--- src/core/regdec_pkg.sv ---
// regdec_pkg: word offsets, group codes and build options for the register decoder
// assumes: word-addressed control and status port, one 32-bit word per offset
package regdec_pkg;
    // ------------------------------------------------------------
    // widths and constants
    // ------------------------------------------------------------
    localparam int          ADDR_W        = 16;           // word address width
    localparam int          DATA_W        = 32;           // one whole word per offset
    localparam logic [31:0] RSVD_VALUE    = 32'h0000_0000; // fixed answer for reserved words
    localparam int          RD_LATENCY    = 1;            // cycles from read strobe to valid
    // ------------------------------------------------------------
    // family encodings
    // ------------------------------------------------------------
    localparam logic        FAMILY_OLD    = 1'b0;         // older family, no integrated PHY map
    localparam logic        FAMILY_NEW    = 1'b1;         // newer family, integrated PHY map
    // ------------------------------------------------------------
    // region boundaries (word offsets)
    // ------------------------------------------------------------
    localparam logic [15:0] PCS_XCVR_LO   = 16'h0000;
    localparam logic [15:0] PCS_XCVR_HI   = 16'h0009;
    localparam logic [15:0] PCS_LOCK_LO   = 16'h0010;
    localparam logic [15:0] PCS_LOCK_HI   = 16'h0014;
    localparam logic [15:0] PCS_BERR_LO   = 16'h0015;
    localparam logic [15:0] PCS_BERR_HI   = 16'h0016;
    localparam logic [15:0] PCS_HW_ERROR  = 16'h0017;
    localparam logic [15:0] BER_MONITOR   = 16'h0018;
    localparam logic [15:0] TEST_MODE_SEL = 16'h0019;
    localparam logic [15:0] TEST_PAT_CNT  = 16'h001A;
    localparam logic [15:0] PCS_LINK_FLT  = 16'h001B;
    localparam logic [15:0] PHY_RST_CTRL  = 16'h001D;
    localparam logic [15:0] PHY_LO        = 16'h0040;
    localparam logic [15:0] PHY_HI        = 16'h007F;
    localparam logic [15:0] KR_TOP_LO     = 16'h00B0;
    localparam logic [15:0] KR_TOP_HI     = 16'h00BD;
    localparam logic [15:0] KR_AN_LO      = 16'h00C0;
    localparam logic [15:0] KR_AN_HI      = 16'h00CC;
    localparam logic [15:0] KR_LT_LO      = 16'h00D0;
    localparam logic [15:0] KR_LT_HI      = 16'h00EB;
    localparam logic [15:0] MAC_CFG_LO    = 16'h0100;
    localparam logic [15:0] MAC_CFG_HI    = 16'h0103;
    localparam logic [15:0] MAC_PAUSE_LO  = 16'h0110;
    localparam logic [15:0] MAC_PAUSE_HI  = 16'h0117;
    // ------------------------------------------------------------
    // target groups, one-hot select positions
    // ------------------------------------------------------------
    typedef enum logic [3:0] {
        GRP_NONE      = 4'h0,
        GRP_XCVR      = 4'h1,
        GRP_LOCK      = 4'h2,
        GRP_BERR      = 4'h3,
        GRP_PCS_SINGLE= 4'h4,
        GRP_PHY       = 4'h5,
        GRP_KR_TOP    = 4'h6,
        GRP_KR_AN     = 4'h7,
        GRP_KR_LT     = 4'h8,
        GRP_MAC_CFG   = 4'h9,
        GRP_MAC_PAUSE = 4'hA,
        GRP_MAC_UPPER = 4'hB
    } group_t;
    localparam int          NUM_GRP       = 12;           // select vector width
endpackage

--- src/core/eth_core_register_decoder.sv ---
// eth_core_register_decoder: word-addressed decoder for PCS, PHY, backplane and MAC groups
// assumes: software drives one read or write strobe per access, targets answer in one cycle
//
// Behaviour
// - each address selects one whole 32-bit word
// - writes to read-only fields are ignored
// - reserved reads return a fixed constant
// - reserved writes change no state
// - four regions: PCS, PHY, backplane, MAC
// - PCS: transceiver, lock status, bit error groups
// - single PCS words at fixed offsets
// - newer non-CAUI-4 builds forward PHY words unchanged
// - CAUI-4 or older family: PHY range reserved
// - no backplane option: 0x080-0x0FF reserved
// - backplane groups: top/FEC, autoneg, training
// - MAC: configuration, pause and upper groups, gap reserved
`timescale 1ns/1ps
module eth_core_register_decoder #(
    parameter logic FAMILY    = regdec_pkg::FAMILY_NEW, // device family
    parameter logic CAUI4     = 1'b0,                   // four-lane CAUI-4 build
    parameter logic HAS_KR4   = 1'b0                    // backplane variant present
) (
    input  wire logic        sys_clk_i,     // single clock
    input  wire logic        resetn_i,      // async, active low
    input  wire logic [15:0] addr_i,        // word address
    input  wire logic        read_i,        // read strobe
    input  wire logic        write_i,       // write strobe
    input  wire logic [31:0] wdata_i,       // write data
    output logic [31:0]      rdata_o,       // read data, registered
    output logic             rvalid_o,      // read data valid, one-cycle pulse
    output logic [11:0]      sel_o,         // one-hot group select, level while strobed
    output logic             tgt_read_o,    // read forwarded to selected group
    output logic             tgt_write_o,   // write forwarded to selected group
    output logic [15:0]      tgt_addr_o,    // word address passed unchanged
    output logic [31:0]      tgt_wdata_o,   // write data to target
    input  wire logic [31:0] tgt_rdata_i [12], // read data per group, same cycle
    input  wire logic [31:0] ro_mask_i [12],   // per group read-only bit mask
    output logic             rsvd_hit_o     // current access hit a reserved word
);
    // ------------------------------------------------------------
    // build-option enables
    // ------------------------------------------------------------
    logic phy_en;     // integrated PHY map visible
    logic [11:0] hit;         // raw range hits
    logic [15:0] lo [12];     // group lower bounds
    logic [15:0] hi [12];     // group upper bounds
    logic [11:0] en;          // group present
    logic        single_hit;  // one of the single PCS words
    // older family and four-lane build both leave the PHY window empty
    assign phy_en = (FAMILY == regdec_pkg::FAMILY_NEW) && !CAUI4;
    // ------------------------------------------------------------
    // group table
    // ------------------------------------------------------------
    // unused slots get an empty range (lo above hi) so they never hit
    always_comb begin
        lo = '{default: 16'hFFFF};
        hi = '{default: 16'h0000};
        en = 12'h000;
        lo[regdec_pkg::GRP_XCVR]      = regdec_pkg::PCS_XCVR_LO;
        hi[regdec_pkg::GRP_XCVR]      = regdec_pkg::PCS_XCVR_HI;
        lo[regdec_pkg::GRP_LOCK]      = regdec_pkg::PCS_LOCK_LO;
        hi[regdec_pkg::GRP_LOCK]      = regdec_pkg::PCS_LOCK_HI;
        lo[regdec_pkg::GRP_BERR]      = regdec_pkg::PCS_BERR_LO;
        hi[regdec_pkg::GRP_BERR]      = regdec_pkg::PCS_BERR_HI;
        lo[regdec_pkg::GRP_PHY]       = regdec_pkg::PHY_LO;
        hi[regdec_pkg::GRP_PHY]       = regdec_pkg::PHY_HI;
        lo[regdec_pkg::GRP_KR_TOP]    = regdec_pkg::KR_TOP_LO;
        hi[regdec_pkg::GRP_KR_TOP]    = regdec_pkg::KR_TOP_HI;
        lo[regdec_pkg::GRP_KR_AN]     = regdec_pkg::KR_AN_LO;
        hi[regdec_pkg::GRP_KR_AN]     = regdec_pkg::KR_AN_HI;
        lo[regdec_pkg::GRP_KR_LT]     = regdec_pkg::KR_LT_LO;
        hi[regdec_pkg::GRP_KR_LT]     = regdec_pkg::KR_LT_HI;
        lo[regdec_pkg::GRP_MAC_CFG]   = regdec_pkg::MAC_CFG_LO;
        hi[regdec_pkg::GRP_MAC_CFG]   = regdec_pkg::MAC_CFG_HI;
        lo[regdec_pkg::GRP_MAC_PAUSE] = regdec_pkg::MAC_PAUSE_LO;
        hi[regdec_pkg::GRP_MAC_PAUSE] = regdec_pkg::MAC_PAUSE_HI;
        // upper MAC and example space passes on from 0x118 upward
        lo[regdec_pkg::GRP_MAC_UPPER] = 16'h0118;
        hi[regdec_pkg::GRP_MAC_UPPER] = 16'hFFFF;
        en[regdec_pkg::GRP_XCVR]      = 1'b1;
        en[regdec_pkg::GRP_LOCK]      = 1'b1;
        en[regdec_pkg::GRP_BERR]      = 1'b1;
        en[regdec_pkg::GRP_PHY]       = phy_en;
        en[regdec_pkg::GRP_KR_TOP]    = HAS_KR4;
        en[regdec_pkg::GRP_KR_AN]     = HAS_KR4;
        en[regdec_pkg::GRP_KR_LT]     = HAS_KR4;
        en[regdec_pkg::GRP_MAC_CFG]   = 1'b1;
        en[regdec_pkg::GRP_MAC_PAUSE] = 1'b1;
        en[regdec_pkg::GRP_MAC_UPPER] = 1'b1;
    end
    // ------------------------------------------------------------
    // range comparators, one per ranged group; the none and single-word PCS slots are tied off
    // ------------------------------------------------------------
    genvar g;
    generate
        for (g = 0; g < 12; g++) begin : g_claim
            if (g == int'(regdec_pkg::GRP_NONE) || g == int'(regdec_pkg::GRP_PCS_SINGLE)) begin : g_off
                assign hit[g] = 1'b0;
            end else begin : g_on
                group_claim u_claim (
                    .addr_i (addr_i),
                    .lo_i   (lo[g]),
                    .hi_i   (hi[g]),
                    .en_i   (en[g]),
                    .hit_o  (hit[g])
                );
            end
        end
    endgenerate
    // ------------------------------------------------------------
    // single-word PCS registers; 0x01C stays reserved
    // ------------------------------------------------------------
    always_comb begin
        case (addr_i)
            regdec_pkg::PCS_HW_ERROR,
            regdec_pkg::BER_MONITOR,
            regdec_pkg::TEST_MODE_SEL,
            regdec_pkg::TEST_PAT_CNT,
            regdec_pkg::PCS_LINK_FLT,
            regdec_pkg::PHY_RST_CTRL: single_hit = 1'b1;
            default:                  single_hit = 1'b0;
        endcase
    end
    // ------------------------------------------------------------
    // state: registered read answer
    // ------------------------------------------------------------
    typedef struct packed {
        logic [31:0] rdata;   // held read word
        logic        rvalid;  // read answer pulse
    } state_t;
    state_t st_r;   // registered state
    state_t st_nxt; // next state
    logic [11:0] sel;     // final one-hot select
    logic [31:0] rd_word; // selected read word
    // last matching group wins; harmless, the ranges never overlap
    always_comb begin
        sel = hit;
        sel[regdec_pkg::GRP_PCS_SINGLE] = single_hit;
        rd_word = regdec_pkg::RSVD_VALUE;
        for (int i = 0; i < 12; i++) begin
            if (sel[i]) begin
                rd_word = tgt_rdata_i[i];
            end
        end
        st_nxt        = st_r;
        st_nxt.rvalid = read_i;
        if (read_i) begin
            st_nxt.rdata = rd_word;
        end
    end
    // one register for the whole state
    always_ff @(posedge sys_clk_i or negedge resetn_i) begin
        if (!resetn_i) begin
            st_r <= '0;
        end else begin
            st_r <= st_nxt;
        end
    end
    // ------------------------------------------------------------
    // outputs toward targets
    // ------------------------------------------------------------
    // reserved hits leave the mask clear, no write is forwarded then
    logic [31:0] ro_mask; // read-only bits of selected group
    always_comb begin
        ro_mask = 32'h0000_0000;
        for (int i = 0; i < 12; i++) begin
            if (sel[i]) begin
                ro_mask = ro_mask_i[i];
            end
        end
    end
    // target strobes only when a group claims the word; reserved writes stop here
    assign sel_o       = (read_i || write_i) ? sel : 12'h000;
    assign rsvd_hit_o  = (read_i || write_i) && (sel == 12'h000);
    assign tgt_read_o  = read_i && (sel != 12'h000);
    assign tgt_write_o = write_i && (sel != 12'h000);
    assign tgt_addr_o  = addr_i;
    // read-only bits carry back current contents so the field stays unchanged
    assign tgt_wdata_o = (wdata_i & ~ro_mask) | (rd_word & ro_mask);
    assign rdata_o     = st_r.rdata;
    assign rvalid_o    = st_r.rvalid;
    // ------------------------------------------------------------
    // checks
    // ------------------------------------------------------------
    onehot_sel_a: assert property (@(posedge sys_clk_i) disable iff (!resetn_i)
        $onehot0(sel_o)) else $error("more than one group selected");
    rsvd_read_a: assert property (@(posedge sys_clk_i) disable iff (!resetn_i)
        (read_i && sel == 12'h000) |=> (rvalid_o && rdata_o == regdec_pkg::RSVD_VALUE))
        else $error("reserved read not constant");
    rsvd_write_a: assert property (@(posedge sys_clk_i) disable iff (!resetn_i)
        (write_i && sel == 12'h000) |-> !tgt_write_o) else $error("reserved write passed");
    kr_absent_a: assert property (@(posedge sys_clk_i) disable iff (!resetn_i)
        (!HAS_KR4 && addr_i >= 16'h0080 && addr_i <= 16'h00FF) |-> sel == 12'h000)
        else $error("backplane range not reserved");
    phy_map_a: assert property (@(posedge sys_clk_i) disable iff (!resetn_i)
        (addr_i inside {[16'h0040:16'h007F]}) |-> (sel[regdec_pkg::GRP_PHY] == phy_en))
        else $error("phy range decode wrong");
    gap_mac_a: assert property (@(posedge sys_clk_i) disable iff (!resetn_i)
        (addr_i inside {[16'h0104:16'h010F]}) |-> sel == 12'h000)
        else $error("mac gap not reserved");
    single_word_a: assert property (@(posedge sys_clk_i) disable iff (!resetn_i)
        (addr_i == 16'h001C) |-> sel == 12'h000) else $error("0x01C not reserved");
    ro_keep_a: assert property (@(posedge sys_clk_i) disable iff (!resetn_i)
        tgt_write_o |-> ((tgt_wdata_o & ro_mask) == (rd_word & ro_mask)))
        else $error("read-only bits overwritten");
    rd_pulse_a: assert property (@(posedge sys_clk_i) disable iff (!resetn_i)
        read_i |=> rvalid_o) else $error("read answer missing");
    kr_gap_a: assert property (@(posedge sys_clk_i) disable iff (!resetn_i)
        (addr_i inside {[16'h0080:16'h00AF]}) |-> sel == 12'h000)
        else $error("backplane low range not reserved");
    xcvr_route_a: assert property (@(posedge sys_clk_i) disable iff (!resetn_i)
        (addr_i inside {[16'h0000:16'h0009]}) |-> sel == 12'h002)
        else $error("transceiver words misrouted");
    pause_route_a: assert property (@(posedge sys_clk_i) disable iff (!resetn_i)
        (addr_i inside {[16'h0110:16'h0117]}) |-> sel == 12'h400)
        else $error("pause words misrouted");
    idle_sel_a: assert property (@(posedge sys_clk_i) disable iff (!resetn_i)
        !(read_i || write_i) |-> (sel_o == 12'h000 && !tgt_read_o && !tgt_write_o))
        else $error("select without strobe");
    rdata_hold_a: assert property (@(posedge sys_clk_i) disable iff (!resetn_i)
        !read_i |=> $stable(rdata_o)) else $error("read word changed without read");
endmodule // eth_core_register_decoder

--- src/core/group_claim.sv ---
// group_claim: one range comparator that says whether a word address falls in a group
// assumes: bounds are inclusive word offsets, enable folds in the build option
`timescale 1ns/1ps
module group_claim (
    input  wire logic [15:0] addr_i,  // word address under decode
    input  wire logic [15:0] lo_i,    // first word of the group
    input  wire logic [15:0] hi_i,    // last word of the group
    input  wire logic        en_i,    // group present in this build
    output logic             hit_o    // address claimed by the group
);
    // ------------------------------------------------------------
    // inclusive range compare
    // ------------------------------------------------------------
    assign hit_o = en_i && (addr_i >= lo_i) && (addr_i <= hi_i);
endmodule // group_claim

--- config.mk ---
export PLATFORM = sky130hd
export DESIGN_NAME = eth_core_register_decoder
export DESIGN_NICKNAME = d
export VERILOG_FILES = /design/src/core/regdec_pkg.sv /design/src/core/eth_core_register_decoder.sv /design/src/core/group_claim.sv
export SDC_FILE = /design/constraint.sdc
export NUM_CORES = 1
export LEC_CHECK = 0
export ABC_CLOCK_PERIOD_IN_PS = 9500
export BUFFER_PORTS_ARGS = -buffer_cell sky130_fd_sc_hd__buf_2
export CORE_AREA = 5 5 352 354
export CTS_BUF_LIST = sky130_fd_sc_hd__clkbuf_4
export DETAILED_ROUTE_END_ITERATION = 8
export DIE_AREA = 0 0 357 359
export GPL_ROUTABILITY_DRIVEN = 0
export PLACE_DENSITY_LB_ADDON = 0.05
export SLEW_MARGIN = 20
export SYNTH_ARGS = -nofsm -noshare
export SYNTH_HDL_FRONTEND = slang
export SYNTH_SLANG_ARGS = --single-unit
--- constraint.sdc ---
create_clock -name sys_clk_i -period 9.5 [get_ports sys_clk_i]
set_input_delay 1.425 -clock sys_clk_i [delete_from_list [all_inputs] [get_ports sys_clk_i]]
set_output_delay 1.425 -clock sys_clk_i [all_outputs]
set_load 0.005 [all_outputs]
==> run metrics <==
Clock Sinks=33; Num CTS Buffers=5; Clock power frac=0.202; pwr dens=47.60 mW/mm^2; commonest non-fill, non-tap cells in the layout=654 x buf_2, 78 x nand2_1, 60 x nor2_1; reg2reg start=rdata_o[19]$_DFFE_PN0P_; Die H=359 um; Yosys Warn Count=0; crit path kind=in -> out; worst path arrival time=5.45 ns; flop2flop setup slack=8.72 ns; hold endpoint=rdata_o[23]$_DFFE_PN0P_; reg2reg path depth=1; ANT nets after route=0; CTS tree=done; total wire length=77,150 um; final global-route overflow total=0; H-tree depth=2; commonest non-fill, non-tap cell in the layout=buf_2; CTS Buffer Depth=2; placed instance area=0.01094 mm^2; clock skew=0 ns; Slew headroom=0.3152; pre-CTS setup slack=2.373 ns; most common flop cell mapped by yosys=dfrtp_1; crit start category=input port; setup violators final=0; Die X=357 um; synth-to-layout area growth=92.06%; worst vdd ir=0.00003098 V; vias in the first global route=10,640; clk slew on worst S/H paths=0.15 ns; Tcrit/Tclk final=0.7237; total global-route track usage=0.1138; IO Count=916; Synth Area per Inst=7.281 um^2; Post-synth EDFFs=0; CTS resizes=0; Seq pwr share=0.305; Hold Crit Class=reg -> reg; fill count=14,410; Buffers on Ports=655; Synth Register Bits=33; largest net degree at the start of global routing=67; CP endpoint kind=output port; routed vias=9,601; vias per inst=3.152; max-slew violations=0; clock latency on the worst-skew pair=0.40 ns; final hold violation count=0; Core ar.=0.1208 mm^2; CTS root buf=clkbuf_4; final worst slack=2.625 ns; status=completed; hold path startpoint=rdata_o[23]$_DFFE_PN0P_; Residual DRC=0; cell-internal power=0.3149 mW; starting density of the core=0.04776; global-route wire length before repair=99,330 um; Cell Area, Synth=0.005767 mm^2; post-synth cell types=67; drt pass-1 iters=8; Switching Share=0.4028; worst-path fanout max=33; RSZ-0062 raised after global routing=false; worst endpoint required time=8.08 ns; Post-synth ARST share=1.000; static leakage=4.576 nW; post-route design area=0.01108 mm^2; Max Clk Rate=0.1455 GHz; clock period minus worst slack=6.875 ns; Switch Pwr=0.2124 mW; Gate power share=0.493; share of layout cells above drive strength 1=0.5295; total negative slack=0 ns; Gate Count Post-Synth=792; Fin Hold WS=0.5249 ns; initial antenna violation count=61; DIE AREA=0.1282 mm^2; layout net count=2,209; post-CTS setup buffer count=0; Worst Tran Pin Value=1.016 ns; worst reg2reg path endpoint=rdata_o[19]$_DFFE_PN0P_; sequential-to-total area share from yosys stat=0.1432; max-cap viol count=0; hold buffer count at CTS=0; hpwl dp=65,210 um; Starting DRT DRC Count=483; routed len/inst=25.33 um; Worst Hold Path Cells=2; # rows=128
worst max-delay path, stage by stage:
cell      delay (ns)
buf_2           0.14
or4b_1          0.77
nor4_4          0.56
buf_4           0.38
and2_4          0.64
buf_4           0.43
a221oi_1        0.15
o32a_1          0.55
o21ai_1         0.19
buf_2           0.15
power by group through the flow:
stage	sequential [mW]	clock, mW	combinational (mW)
3_3_place_gp	0.164	0	0.272
6_report	0.161	0.106	0.260
3_5_place_dp	0.164	0	0.271
4_1_cts	0.162	0.122	0.272
5_1_grt	0.163	0.126	0.288
2_1_floorplan	0.164	0	0.0630
state kept, by name, indices dropped and copies added (netlist names):
signal	cells
rvalid_o	1
rdata_o	32
layer usage:
layer	vias to the layer above	global-route usage	share of wire
met5	-	0	0.0039
met4	50	0.009322	0.0079
met3	81	0.04885	0.11
met2	524	0.2107	0.50
met1	4538	0.1247	0.38
li1	4408	-	-
synth_stat cells, drive strengths merged, types with 2 or more instances:
master   n  area, um^2
nor2b    7       43.79
o32a    16       160.2
nand2   79       299.0
a211oi  16       120.1
o211ai   8       60.06
or2      2       12.51
buf     49       316.5
inv     21       78.83
a31oi   17       106.4
and3     5       31.28
o221ai  19       166.4
a22o    17       148.9
nor4     5       65.07
nor3     2       21.27
a311o   10       100.1
nand2b   6       37.54
mux2i   28       280.3
a22oi   12       90.09
dfrtp   33       825.8
and2     2       12.51
nand3   14       90.09
nor3b   10       75.07
a221oi  30       262.8
o21a    18       135.1
o22ai   21       131.4
or3      9       61.31
a222oi  27       270.3
nor2    64       250.2
o221a    3       33.78
nand3b   6       45.04
a21oi   51       255.2
a32oi   17       148.9
mux2    11       138.9
a32o    17       170.2
or4      6       48.80
o21ai   63       315.3
nor4b    2       23.77
clkbuf  56       210.2
metrics by stage:
| step | total power, mW | util | cells |
|---|---|---|---|
| after floorplan | 0.2274 | - | 795 |
| after global placement | 0.4356 | 0.09056 | 3006 |
| after detailed placement | 0.4351 | 0.09062 | 3007 |
| after CTS | 0.5557 | 0.09108 | 3015 |
| after global routing | 0.5770 | 0.09133 | 3027 |
| final | 0.5272 | 0.09172 | 3046 |
cells by family after synthesis:
| logic type | count (synthesis) | synth area share |
|---|---|---|
| AO/OA/AOI/OAI | 370 | 0.4782 |
| AND/OR/NAND/NOR | 222 | 0.1987 |
| buffers and inverters | 126 | 0.1050 |
| multiplexers | 39 | 0.07268 |
| flip-flops | 33 | 0.1432 |
| XOR/XNOR | 1 | 0.001519 |
| other | 1 | 0.0006503 |
final cells by class:
cell class | instances | area, um^2 | share of cell area
Clock buffer | 6 | 45.04 | 0.004067
Multi-Input combinational cell | 636 | 4434 | 0.4004
Clock inverter | 2 | 10.01 | 0.0009038
Antenna cell | 31 | 77.57 | 0.007004
Sequential cell | 33 | 825.8 | 0.07456
Inverter | 21 | 78.83 | 0.007117
Timing Repair Buffer | 692 | 3571 | 0.3224
Tap cell | 1625 | 2033 | 0.1836
worst max path at each step:
stage | slack (ns) | startpoint | cells after the start | endpoint
2_1_floorplan | 4.41 | addr_i[14] | 9 | tgt_wdata_o[26]
3_3_place_gp | 2.37 | addr_i[7] | 12 | tgt_wdata_o[1]
4_1_cts | 2.36 | addr_i[7] | 12 | tgt_wdata_o[1]
3_5_place_dp | 2.37 | addr_i[7] | 12 | tgt_wdata_o[1]
5_1_grt | 2.27 | addr_i[7] | 11 | tgt_wdata_o[30]
6_report | 2.62 | addr_i[7] | 10 | tgt_wdata_o[28]
No activity file was read; power rests on OpenSTA's default activity.
